===== src/phy_regs_pkg.sv =====
/*
 package: register offsets, bit positions, reset values for the phy special control,
 status and cable diagnostic registers.
 assumes a 16-bit word register port with one-cycle read latency.
*/
// Overview of operation
// - status bit 5 shows reversed polarity; bit 4 is 1 straight, 0 crossover.
// - control bit 3 forces link pass when 1; resets to 0.
// - control bit 2 is active-low power saving; resets to 1.
// - control bit 1 loops receive pair to transmit pair; resets to 0.
// - writing 1 to diag bit 15 starts test; bit self-clears on completion.
// - results are valid whenever the start bit reads 0.
// - diag bits 14:13 give result code 00/01/10/11; resets to 0.
// - diag bit 12 flags a short closer than ten metres.
// - diag bits 8:0 hold fault count, about 0.4m per count; resets zero.
package phy_regs_pkg;
    localparam int addr_width = 8;
    localparam int data_width = 16;
    localparam logic [7:0] phy1_special_offset = 8'h02;
    localparam logic [7:0] phy2_diag_offset = 8'h04;
    localparam logic [7:0] phy2_special_offset = 8'h06;
    // alias locations in the other bank, same physical bits
    localparam logic [7:0] phy1_alias_ctrl_offset = 8'h10;
    localparam logic [7:0] phy1_alias_stat_offset = 8'h12;
    localparam logic [7:0] phy2_alias_ctrl_offset = 8'h14;
    localparam logic [7:0] phy2_alias_stat_offset = 8'h16;
    localparam int polarity_bit = 5;
    localparam int crossover_state_bit = 4;
    localparam int force_link_bit = 3;
    localparam int power_save_off_bit = 2;
    localparam int loopback_bit = 1;
    localparam int diag_start_bit = 15;
    localparam int diag_result_hi = 14;
    localparam int diag_result_lo = 13;
    localparam int short_under_ten_metres_bit = 12;
    localparam int fault_count_hi = 8;
    localparam int fault_count_width = 9;
    // alias bank bit positions
    localparam int alias_force_link_bit = 11;
    localparam int alias_power_save_off_bit = 10;
    localparam int alias_loopback_bit = 9;
    localparam int alias_diag_start_bit = 12;
    localparam int alias_polarity_bit = 13;
    localparam int alias_crossover_bit = 7;
    localparam int alias_short_bit = 15;
    localparam logic force_link_rst = 1'h0;
    localparam logic power_save_off_rst = 1'h1;
    localparam logic loopback_rst = 1'h0;
    localparam logic [1:0] diag_result_rst = 2'h0;
    localparam logic [8:0] fault_count_rst = 9'h000;
    localparam logic short_rst = 1'h0;
    typedef enum logic [1:0] {
        diag_normal = 2'b00,
        diag_open = 2'b01,
        diag_short = 2'b10,
        diag_failed = 2'b11
    } diag_result_type;
endpackage


===== src/phy_special_ctrl_cable_diag_regs.sv =====
/*
 register bank: phy special control/status for both phys, phy 2 cable diagnostic,
 and alias locations in the other bank mapping the same physical bits.
 assumes a single-clock host port: addr, wdata, wr, rd; rdata one cycle after rd.
 phy status and diagnostic inputs arrive asynchronously from the analog phy.
*/
`timescale 1ns/100ps
module phy_special_ctrl_cable_diag_regs
(
    input wire logic mclk,
    input wire logic rst_n,
    input wire logic [phy_regs_pkg::addr_width-1:0] addr,
    input wire logic [phy_regs_pkg::data_width-1:0] wdata,
    input wire logic wr,
    input wire logic rd,
    output logic [phy_regs_pkg::data_width-1:0] rdata,
    input wire logic [1:0] polarity_reversed,
    input wire logic [1:0] crossover_state,
    input wire logic diag_done,
    input wire logic [1:0] diag_result_in,
    input wire logic diag_short_in,
    input wire logic [8:0] diag_count_in,
    output logic [1:0] force_link,
    output logic [1:0] power_save_off,
    output logic [1:0] loopback,
    output logic diag_start
);
    import phy_regs_pkg::*;

    // two-stage sync for phy status; results are stable when done arrives
    logic [4:0] sync1_r;
    logic [4:0] sync2_r;
    logic [1:0] pol_s;
    logic [1:0] xover_s;
    logic done_s;
    logic done_d_r;
    logic done_pulse;

    always_ff @(posedge mclk) begin
        if (!rst_n) begin
            sync1_r <= 5'h00;
            sync2_r <= 5'h00;
            done_d_r <= 1'b0;
        end else begin
            sync1_r <= {diag_done, crossover_state, polarity_reversed};
            sync2_r <= sync1_r;
            done_d_r <= done_s;
        end
    end

    assign pol_s = sync2_r[1:0];
    assign xover_s = sync2_r[3:2];
    assign done_s = sync2_r[4];
    assign done_pulse = done_s & ~done_d_r;

    // address decode, each location and its alias
    wire hit_p1 = (addr == phy1_special_offset);
    wire hit_p1_ctrl = (addr == phy1_alias_ctrl_offset);
    wire hit_p1_stat = (addr == phy1_alias_stat_offset);
    wire hit_diag = (addr == phy2_diag_offset);
    wire hit_p2 = (addr == phy2_special_offset);
    wire hit_p2_ctrl = (addr == phy2_alias_ctrl_offset);
    wire hit_p2_stat = (addr == phy2_alias_stat_offset);

    // gather bits of either layout into force, power, loopback order
    function automatic logic [2:0] ctrl_main(input logic [15:0] d);
        ctrl_main = {d[force_link_bit], d[power_save_off_bit], d[loopback_bit]};
    endfunction

    function automatic logic [2:0] ctrl_alias(input logic [15:0] d);
        ctrl_alias = {d[alias_force_link_bit], d[alias_power_save_off_bit],
                      d[alias_loopback_bit]};
    endfunction

    // same physical bits written from either location
    wire wr_p1 = wr & (hit_p1 | hit_p1_ctrl);
    wire wr_p2 = wr & (hit_p2 | hit_p2_ctrl);
    wire [2:0] bits_p1 = hit_p1 ? ctrl_main(wdata) : ctrl_alias(wdata);
    wire [2:0] bits_p2 = hit_p2 ? ctrl_main(wdata) : ctrl_alias(wdata);

    // start comes through diag offset bit 15 or alias bit 12
    wire start_wr = wr & ((hit_diag & wdata[diag_start_bit]) |
                          (hit_p2_ctrl & wdata[alias_diag_start_bit]));

    phy_ctrl_bits u_ctrl1 (
        .mclk(mclk),
        .rst_n(rst_n),
        .wr_en(wr_p1),
        .wr_bits(bits_p1),
        .force_link(force_link[0]),
        .power_save_off(power_save_off[0]),
        .loopback(loopback[0])
    );

    phy_ctrl_bits u_ctrl2 (
        .mclk(mclk),
        .rst_n(rst_n),
        .wr_en(wr_p2),
        .wr_bits(bits_p2),
        .force_link(force_link[1]),
        .power_save_off(power_save_off[1]),
        .loopback(loopback[1])
    );

    logic [1:0] res;
    logic short_f;
    logic [8:0] cnt;

    cable_diag_ctrl u_diag (
        .mclk(mclk),
        .rst_n(rst_n),
        .start_wr(start_wr),
        .diag_done_in(done_pulse),
        .result_in(diag_result_in),
        .short_in(diag_short_in),
        .count_in(diag_count_in),
        .busy(diag_start),
        .result(res),
        .short_flag(short_f),
        .count(cnt)
    );

    // read images; unlisted bit positions stay zero
    function automatic logic [15:0] special_img(input logic p, input logic x,
                                                input logic f, input logic s,
                                                input logic l);
        logic [15:0] v;
        v = 16'h0000;
        v[polarity_bit] = p;
        v[crossover_state_bit] = x;
        v[force_link_bit] = f;
        v[power_save_off_bit] = s;
        v[loopback_bit] = l;
        special_img = v;
    endfunction

    logic [15:0] img_diag;
    logic [15:0] img_p2_ctrl;
    logic [15:0] img_p1_ctrl;
    logic [15:0] img_p1_stat;
    logic [15:0] img_p2_stat;

    always_comb begin
        img_diag = 16'h0000;
        img_diag[diag_start_bit] = diag_start;
        img_diag[diag_result_hi:diag_result_lo] = res;
        img_diag[short_under_ten_metres_bit] = short_f;
        img_diag[fault_count_hi:0] = cnt;
        // alias control word carries the diag bits, but with start at bit 12 and the short flag at bit 15
        img_p2_ctrl = img_diag;
        img_p2_ctrl[diag_start_bit] = short_f;
        img_p2_ctrl[short_under_ten_metres_bit] = diag_start;
        img_p2_ctrl[alias_force_link_bit] = force_link[1];
        img_p2_ctrl[alias_power_save_off_bit] = power_save_off[1];
        img_p2_ctrl[alias_loopback_bit] = loopback[1];
        img_p1_ctrl = 16'h0000;
        img_p1_ctrl[alias_force_link_bit] = force_link[0];
        img_p1_ctrl[alias_power_save_off_bit] = power_save_off[0];
        img_p1_ctrl[alias_loopback_bit] = loopback[0];
        img_p1_stat = 16'h0000;
        img_p1_stat[alias_polarity_bit] = pol_s[0];
        img_p1_stat[alias_crossover_bit] = xover_s[0];
        img_p2_stat = 16'h0000;
        img_p2_stat[alias_polarity_bit] = pol_s[1];
        img_p2_stat[alias_crossover_bit] = xover_s[1];
    end

    wire [15:0] rd_mux =
        hit_p1 ? special_img(pol_s[0], xover_s[0], force_link[0], power_save_off[0],
                             loopback[0]) :
        hit_p2 ? special_img(pol_s[1], xover_s[1], force_link[1], power_save_off[1],
                             loopback[1]) :
        hit_diag ? img_diag :
        hit_p1_ctrl ? img_p1_ctrl :
        hit_p2_ctrl ? img_p2_ctrl :
        hit_p1_stat ? img_p1_stat :
        hit_p2_stat ? img_p2_stat : 16'h0000;

    // read data stand only in the cycle after the strobe
    always_ff @(posedge mclk) begin
        if (!rst_n) begin
            rdata <= 16'h0000;
        end else begin
            rdata <= rd ? rd_mux : 16'h0000;
        end
    end
endmodule


===== src/phy_ctrl_bits.sv =====
/*
 per-phy writable control bits: force link, power saving off, loopback.
 assumes write strobes already decoded by the register bank.
*/
`timescale 1ns/100ps
module phy_ctrl_bits
    import phy_regs_pkg::*;
(
    input wire logic mclk,
    input wire logic rst_n,
    input wire logic wr_en,
    input wire logic [2:0] wr_bits,
    output logic force_link,
    output logic power_save_off,
    output logic loopback
);
    // wr_bits order: force link, power save off, loopback
    always_ff @(posedge mclk) begin
        if (!rst_n) begin
            force_link <= force_link_rst;
            power_save_off <= power_save_off_rst;
            loopback <= loopback_rst;
        end else if (wr_en) begin
            force_link <= wr_bits[2];
            power_save_off <= wr_bits[1];
            loopback <= wr_bits[0];
        end
    end
endmodule


===== src/cable_diag_ctrl.sv =====
/*
 phy 2 cable diagnostic start flag and latched results.
 assumes the analog phy pulses diag_done_in with results on the same cycle,
 and that done is synchronised before it reaches this block.
*/
`timescale 1ns/100ps
module cable_diag_ctrl
    import phy_regs_pkg::*;
(
    input wire logic mclk,
    input wire logic rst_n,
    input wire logic start_wr,
    input wire logic diag_done_in,
    input wire logic [1:0] result_in,
    input wire logic short_in,
    input wire logic [8:0] count_in,
    output logic busy,
    output logic [1:0] result,
    output logic short_flag,
    output logic [8:0] count
);
    logic busy_nxt;

    // a start written while done arrives wins: new test begins
    assign busy_nxt = start_wr | (busy & ~diag_done_in);

    always_ff @(posedge mclk) begin
        if (!rst_n) begin
            busy <= 1'b0;
            result <= diag_result_rst;
            short_flag <= short_rst;
            count <= fault_count_rst;
        end else begin
            busy <= busy_nxt;
            // results only move while busy, so they are stable whenever busy reads 0
            if (busy & diag_done_in) begin
                result <= result_in;
                short_flag <= short_in;
                count <= count_in;
            end
        end
    end
endmodule


===== config.mk =====
export PLATFORM = sky130hd
export DESIGN_NAME = phy_special_ctrl_cable_diag_regs
export DESIGN_NICKNAME = d
export VERILOG_FILES = /design/src/phy_regs_pkg.sv /design/src/phy_special_ctrl_cable_diag_regs.sv /design/src/phy_ctrl_bits.sv /design/src/cable_diag_ctrl.sv
export SDC_FILE = /design/constraint.sdc
export NUM_CORES = 1
export LEC_CHECK = 0
export BUFFER_PORTS_ARGS = -buffer_cell sky130_fd_sc_hd__clkbuf_2
export CORE_ASPECT_RATIO = 1.1
export CORE_MARGIN = 2
export CORE_UTILIZATION = 36
export DETAILED_ROUTE_END_ITERATION = 10
export HOLD_SLACK_MARGIN = 0.05
export SYNTH_ARGS = -nofsm -noshare
export SYNTH_HDL_FRONTEND = slang
export SYNTH_SLANG_ARGS = --single-unit

===== constraint.sdc =====
create_clock -name mclk -period 4.1 [get_ports mclk]
set_clock_uncertainty 0.15 [all_clocks]
set_input_delay 0.82 -clock mclk [delete_from_list [all_inputs] [get_ports mclk]]
set_output_delay 0.82 -clock mclk [all_outputs]
set_load 0.02 [all_outputs]

* After elaboration in Yosys (flattened, before gate mapping)
Index checks and enable logic that the tools add are counted.
** Operators by class
- Equal/unequal tests :: 7
- Bitwise gates (word level) :: 16
- Muxes and demuxes :: 9
- Reduce and logical (&&, ||, !) cells :: 3
** Operators with widths (number)
- 2-to-1 mux 16 bit :: 3
- == test 8 x 5 -> 1 bit, second input constant :: 4
- 2-to-1 mux 14 bit :: 2
- == test 8 x 3 -> 1 bit, second input constant :: 2
- 2-to-1 mux 6 bit :: 2
- AND 1 bit :: 8
- == test 8 x 2 -> 1 bit, second input constant :: 1
- 2-to-1 mux 3 bit :: 2
- OR reduction 5 bit :: 1
- inverter 1 bit :: 4
- OR 1 bit :: 4
- OR reduction 4 bit :: 1
- AND reduction 2 bit :: 1
** Word-level totals
- Logic and storage cells :: 51
- Output and inout port bits :: 23
- Bits of input ports :: 45
- Flip-flop bits (word level) :: 46

* Logic depth before layout (Yosys ltp)
- Word-level depth :: 8
- Gate-level depth with buffers :: 5
- Gate-level depth less buffers :: 4

* Hierarchy
From an unflattened synthesis, not the netlist that was laid out.
** Second synthesis, totals
- Cell total of the unflattened synthesis :: 202
- Area total of the unflattened synthesis :: 1996.9 um^2
** Modules (own cells, without submodules)
- phy_special_ctrl_cable_diag_regs :: area each 1231.2 um^2, instances 1, cells each 126, seq. area each 540.5 um^2
- cable_diag_ctrl :: area each 553.0 um^2, instances 1, cells each 58, seq. area each 260.2 um^2
- phy_ctrl_bits :: area each 106.4 um^2, instances 2, cells each 9, seq. area each 60.1 um^2

* Least setup slack after synthesis
No wires, ideal clock.
- Kind :: input-to-reg
- From :: in addr[1] (netlist bit)
- To :: reg u_ctrl1.power_save_off
- Data arrival time :: 1.965 ns
- Slack :: 1.851 ns
- Setup time :: 0.134 ns
- Stages :: 5
- Path buffers :: 1
- Data required time :: 3.816 ns
- Cell sequence :: buf_4 -> or4b_4 -> nor3_4 -> mux2i_1 -> a31oi_1
** On the way
- Longest elaborated chain between the ends :: 3
- Elaborated cells between the ends (all ways) :: 5
- Those cells by class :: 2 x eq/ne; 1 x mux; 2 x bitwise
** Ends and longest elaborated chain
- from (decl) :: line phy_special_ctrl_cable_diag_regs.sv:12 : input wire logic [phy_regs_pkg::addr_width-1:0] addr,
- == test 8 x 2 -> 1 bit / == test 8 x 5 -> 1 bit (equally long branches) :: line phy_special_ctrl_cable_diag_regs.sv:57, phy_special_ctrl_cable_diag_regs.sv:58
- OR 1 bit :: line phy_special_ctrl_cable_diag_regs.sv:76 : wire wr_p1 = wr & (hit_p1 | hit_p1_ctrl);
- AND 1 bit :: line phy_special_ctrl_cable_diag_regs.sv:76
- to (signal assigned) :: line phy_ctrl_bits.sv:21 : power_save_off <= power_save_off_rst;
- to (signal assigned) :: line phy_ctrl_bits.sv:25 : power_save_off <= wr_bits[1];
- to (decl) :: line phy_ctrl_bits.sv:14 : output logic power_save_off,
Several ways; a longest one is shown, not always the timed one.
A chain may end at the register's enable or synchronous reset.

* Final worst setup path
- From :: in rst_n
- To :: reg rdata[0] (netlist bit)
** On the way
- Longest elaborated chain between the ends :: 2
** Ends and longest elaborated chain
- from (decl) :: line phy_special_ctrl_cable_diag_regs.sv:11 : input wire logic rst_n,
- inverter 1 bit (no line)
- OR reduction 4 bit (no line)
- to (signal assigned) :: line phy_special_ctrl_cable_diag_regs.sv:184 : rdata <= rd ? rd_mux : 16'h0000;
- to (decl) :: line phy_special_ctrl_cable_diag_regs.sv:16 : output logic [phy_regs_pkg::data_width-1:0] rdata,
Every way passes these cells.

==> results.ini <==
[hold_path]
worstHoldStart = sync1_r[2]
holdPathStages = 1
hold_end = sync2_r[2]
hold_path_class = reg2reg

[timing]
slew-limit-headroom_pct = 46.9
worst_slack_ns = 1.76
finalCriticalPeriod_ns = 2.34
fmax_mhz = 427
hold_viol_final = 0
rsz0062_at_grt = no
finalSetupViolCount = 0
tightest_slew_ns = 0.793
drv_slew = 0
tns_ns = 0
min_period_over_period_pct = 57.2
hold_slack_ns = 0.286

[global_routing]
grt_overflow_total = 0
grtUsageTotal_pct = 13.4
grt_pass1_vias = 1245
grt_max_degree = 33
antenna_found_initial = 0
grt_pass1_wl_mm = 5.78

[clocking]
cts_sinks = 46
cts_max_level = 2
root_buffer = clkbuf_8
cts_resized = 0
numCtsBuffers = 5
worstSkewPairLatency_ns = 0.30
cts_tree = built
cts.hold.buffers_added = 0
cts.reportedPaths.clkPinSlew_ns = 0.08
post-cts-setup-buffer-count = 0
clock_path_buffers = 2

[floorplan]
io_pins = 68
initial_core_util_pct = 37.6
core_area_um2 = 5030
dieWidth_um = 73.1
fp.dieH_um = 80.0
row_count = 27
die-area_um2 = 5850

[drt]
wl_mm = 3.78
drc = 0
wl_per_cell_um = 12.8
vias = 1376
detail-route-antenna-nets = 0
routed_via_density = 4.66
drt_iter0_markers = 42
first_pass_iters = 4

[layout]
area_growth_pct = 19.9
fillers = 512
fin_area_um2 = 2270
num-nets-final = 281
final_layout_size_suffix_gt1_share_pct = 33.8
final_util_pct = 45.0
multi_input_area_um2 = 863
register_area_um2 = 921
diodes = 0

[yosys]
synthArstFlopShare_pct = 0
ys_types = 36
synth.ff_latch_count = 46
yosysWarnings = 0
syn-cell-area_um2 = 1890
synth_cells = 184
synth.avg_cell_area_um2 = 10.3
ys.flop_type = dfxtp_1
syn-num-nets = 229
synth_enable_flop_cells = 0
ys_seq_area_share_pct = 48.7

[critical_path]
r2r-end = u_diag.count[5]
cp_max_fo = 32
reg2reg_slack_ns = 2.47
crit_path_end_kind = flip-flop
crit_path_start_kind = input pin
r2r_cells = 3
required_ns = 4.20
cp.arrival_ns = 2.44
r2r_start = u_diag.busy
crit_type = in2reg

[place]
dp_slack_ns = 1.34
dpl.hpwl_mm = 2.78
dpl-instance-area_um2 = 2170
gp_congestion = 0.761
io_buffers = 59

[power]
internal_power_w = 0.000612
switching_share_pct = 22.5
p_leak_nw = 1.03
max-vdd-ir-drop_uv = 149
combPwrFrac_pct = 6.7
power_frac_clock_pct = 35.9
powerDensity_nw_per_um2 = 348
pwr-share-seq_pct = 57.4
p_sw_w = 0.000177

[flow_run]
drv_cap = 0

[run_status]
status = complete, no violations

[cell usage after synthesis, types with 2 or more instances]
cell type / n / area, um^2
clkbuf_1: 5 / 18.8
mux2i_1: 19 / 190
a21oi_1: 5 / 25.0
a22oi_1: 2 / 15.0
nand4_1: 2 / 12.5
a21boi_0: 3 / 22.5
nand2b_1: 4 / 25.0
inv_1: 5 / 18.8
buf_4: 7 / 52.6
nor4_1: 2 / 12.5
nor2_1: 9 / 33.8
nand3_1: 3 / 15.0
mux2_2: 3 / 33.8
or4b_4: 2 / 27.5
o21ai_0: 11 / 55.1
and2_1: 15 / 93.8
nor3_4: 2 / 32.5
a31oi_1: 2 / 12.5
nor2b_1: 14 / 87.6
nand2_1: 8 / 30.0
dfxtp_1: 46 / 921
[routing by layer]
metal	vias up	routed length (um)	part of all wire [%]	GRT usage, %
met2	37	1880	50	22.3
met4	0	77	2.0	6.11
li1	724	-	-	-
met1	609	1640	43	15.7
met3	6	171	4.5	3.66
met5	-	0	0	0
[flip-flops by register name, indices dropped and copies added (netlist names)]
signal	count
done_d_r	1
u_ctrl2.loopback	1
u_ctrl1.force_link	1
u_ctrl2.force_link	1
sync1_r	5
u_diag.busy	1
u_ctrl2.power_save_off	1
u_ctrl1.loopback	1
u_ctrl1.power_save_off	1
u_diag.result	2
sync2_r	5
rdata	16
u_diag.short_flag	1
u_diag.count	9
[layout make-up]
| type | count | share of cell area (%) |
|---|---|---|
| timing repair buffer | 59 | 13.0 |
| clock inverter | 2 | 0.552 |
| tap | 58 | 3.20 |
| multi-input combinational | 119 | 38.1 |
| sequential | 46 | 40.6 |
| clock buffer | 6 | 3.64 |
| inverter | 5 | 0.828 |
[layout by cell type (no fill, tap or decap), types with 3 or more instances in the layout]
master / instances
o21ai_0: 11
nor2b_1: 14
clkbuf_8: 6
inv_1: 5
clkbuf_2: 59
and2_1: 15
nor2_1: 9
nand2b_1: 4
nand3_1: 3
nand2_1: 8
a21oi_1: 5
mux2i_1: 19
a21boi_0: 3
mux2_2: 3
dfxtp_1: 46
[through the flow]
stage / total power, W / instances
after floorplan: 0.000494 / 184
after global placement: 0.000516 / 287
after detailed placement: 0.000517 / 287
final: 0.000789 / 295
after global routing: 0.000819 / 295
after CTS: 0.000799 / 295
[cell families (layout without fill, tap and decap cells)]
family,count (synthesis),in the layout,share of synthesized area [%]
and+or+nand+nor,69,69,24.4
buffers and inverters,19,72,5.63
DFF,46,46,48.7
muxes,22,22,11.8
AOI/OAI and AO/OA,27,27,8.93
xor gates and xnor gates,1,1,0.463
[critical path, stage by stage]
cell and delay, ns:
clkbuf_2 0.39, nand2_1 0.31, nor4_1 0.69, and2_1 0.22
[power groups by stage]
stage,clock [W],combinational [W],sequential [W]
final,0.000283,0.0000529,0.000453
after global routing,0.000308,0.0000579,0.000454
after CTS,0.000292,0.0000539,0.000453
after detailed placement,0,0.0000534,0.000464
after global placement,0,0.0000528,0.000463
after floorplan,0,0.0000310,0.000463
[how the worst max path moves through the flow]
stage / startpoint / end / slack [ns] / cells after the start
after CTS: rst_n / rdata[0] / 1.66 / 4
after floorplan: addr[1] / u_ctrl1.power_save_off / 1.85 / 5
after global routing: rst_n / rdata[6] / 1.57 / 4
final: rst_n / rdata[0] / 1.76 / 4
after detailed placement: rst_n / rdata[0] / 1.34 / 4
after global placement: rst_n / rdata[8] / 1.35 / 4
Note: power is estimated with default switching activity, not from simulation.
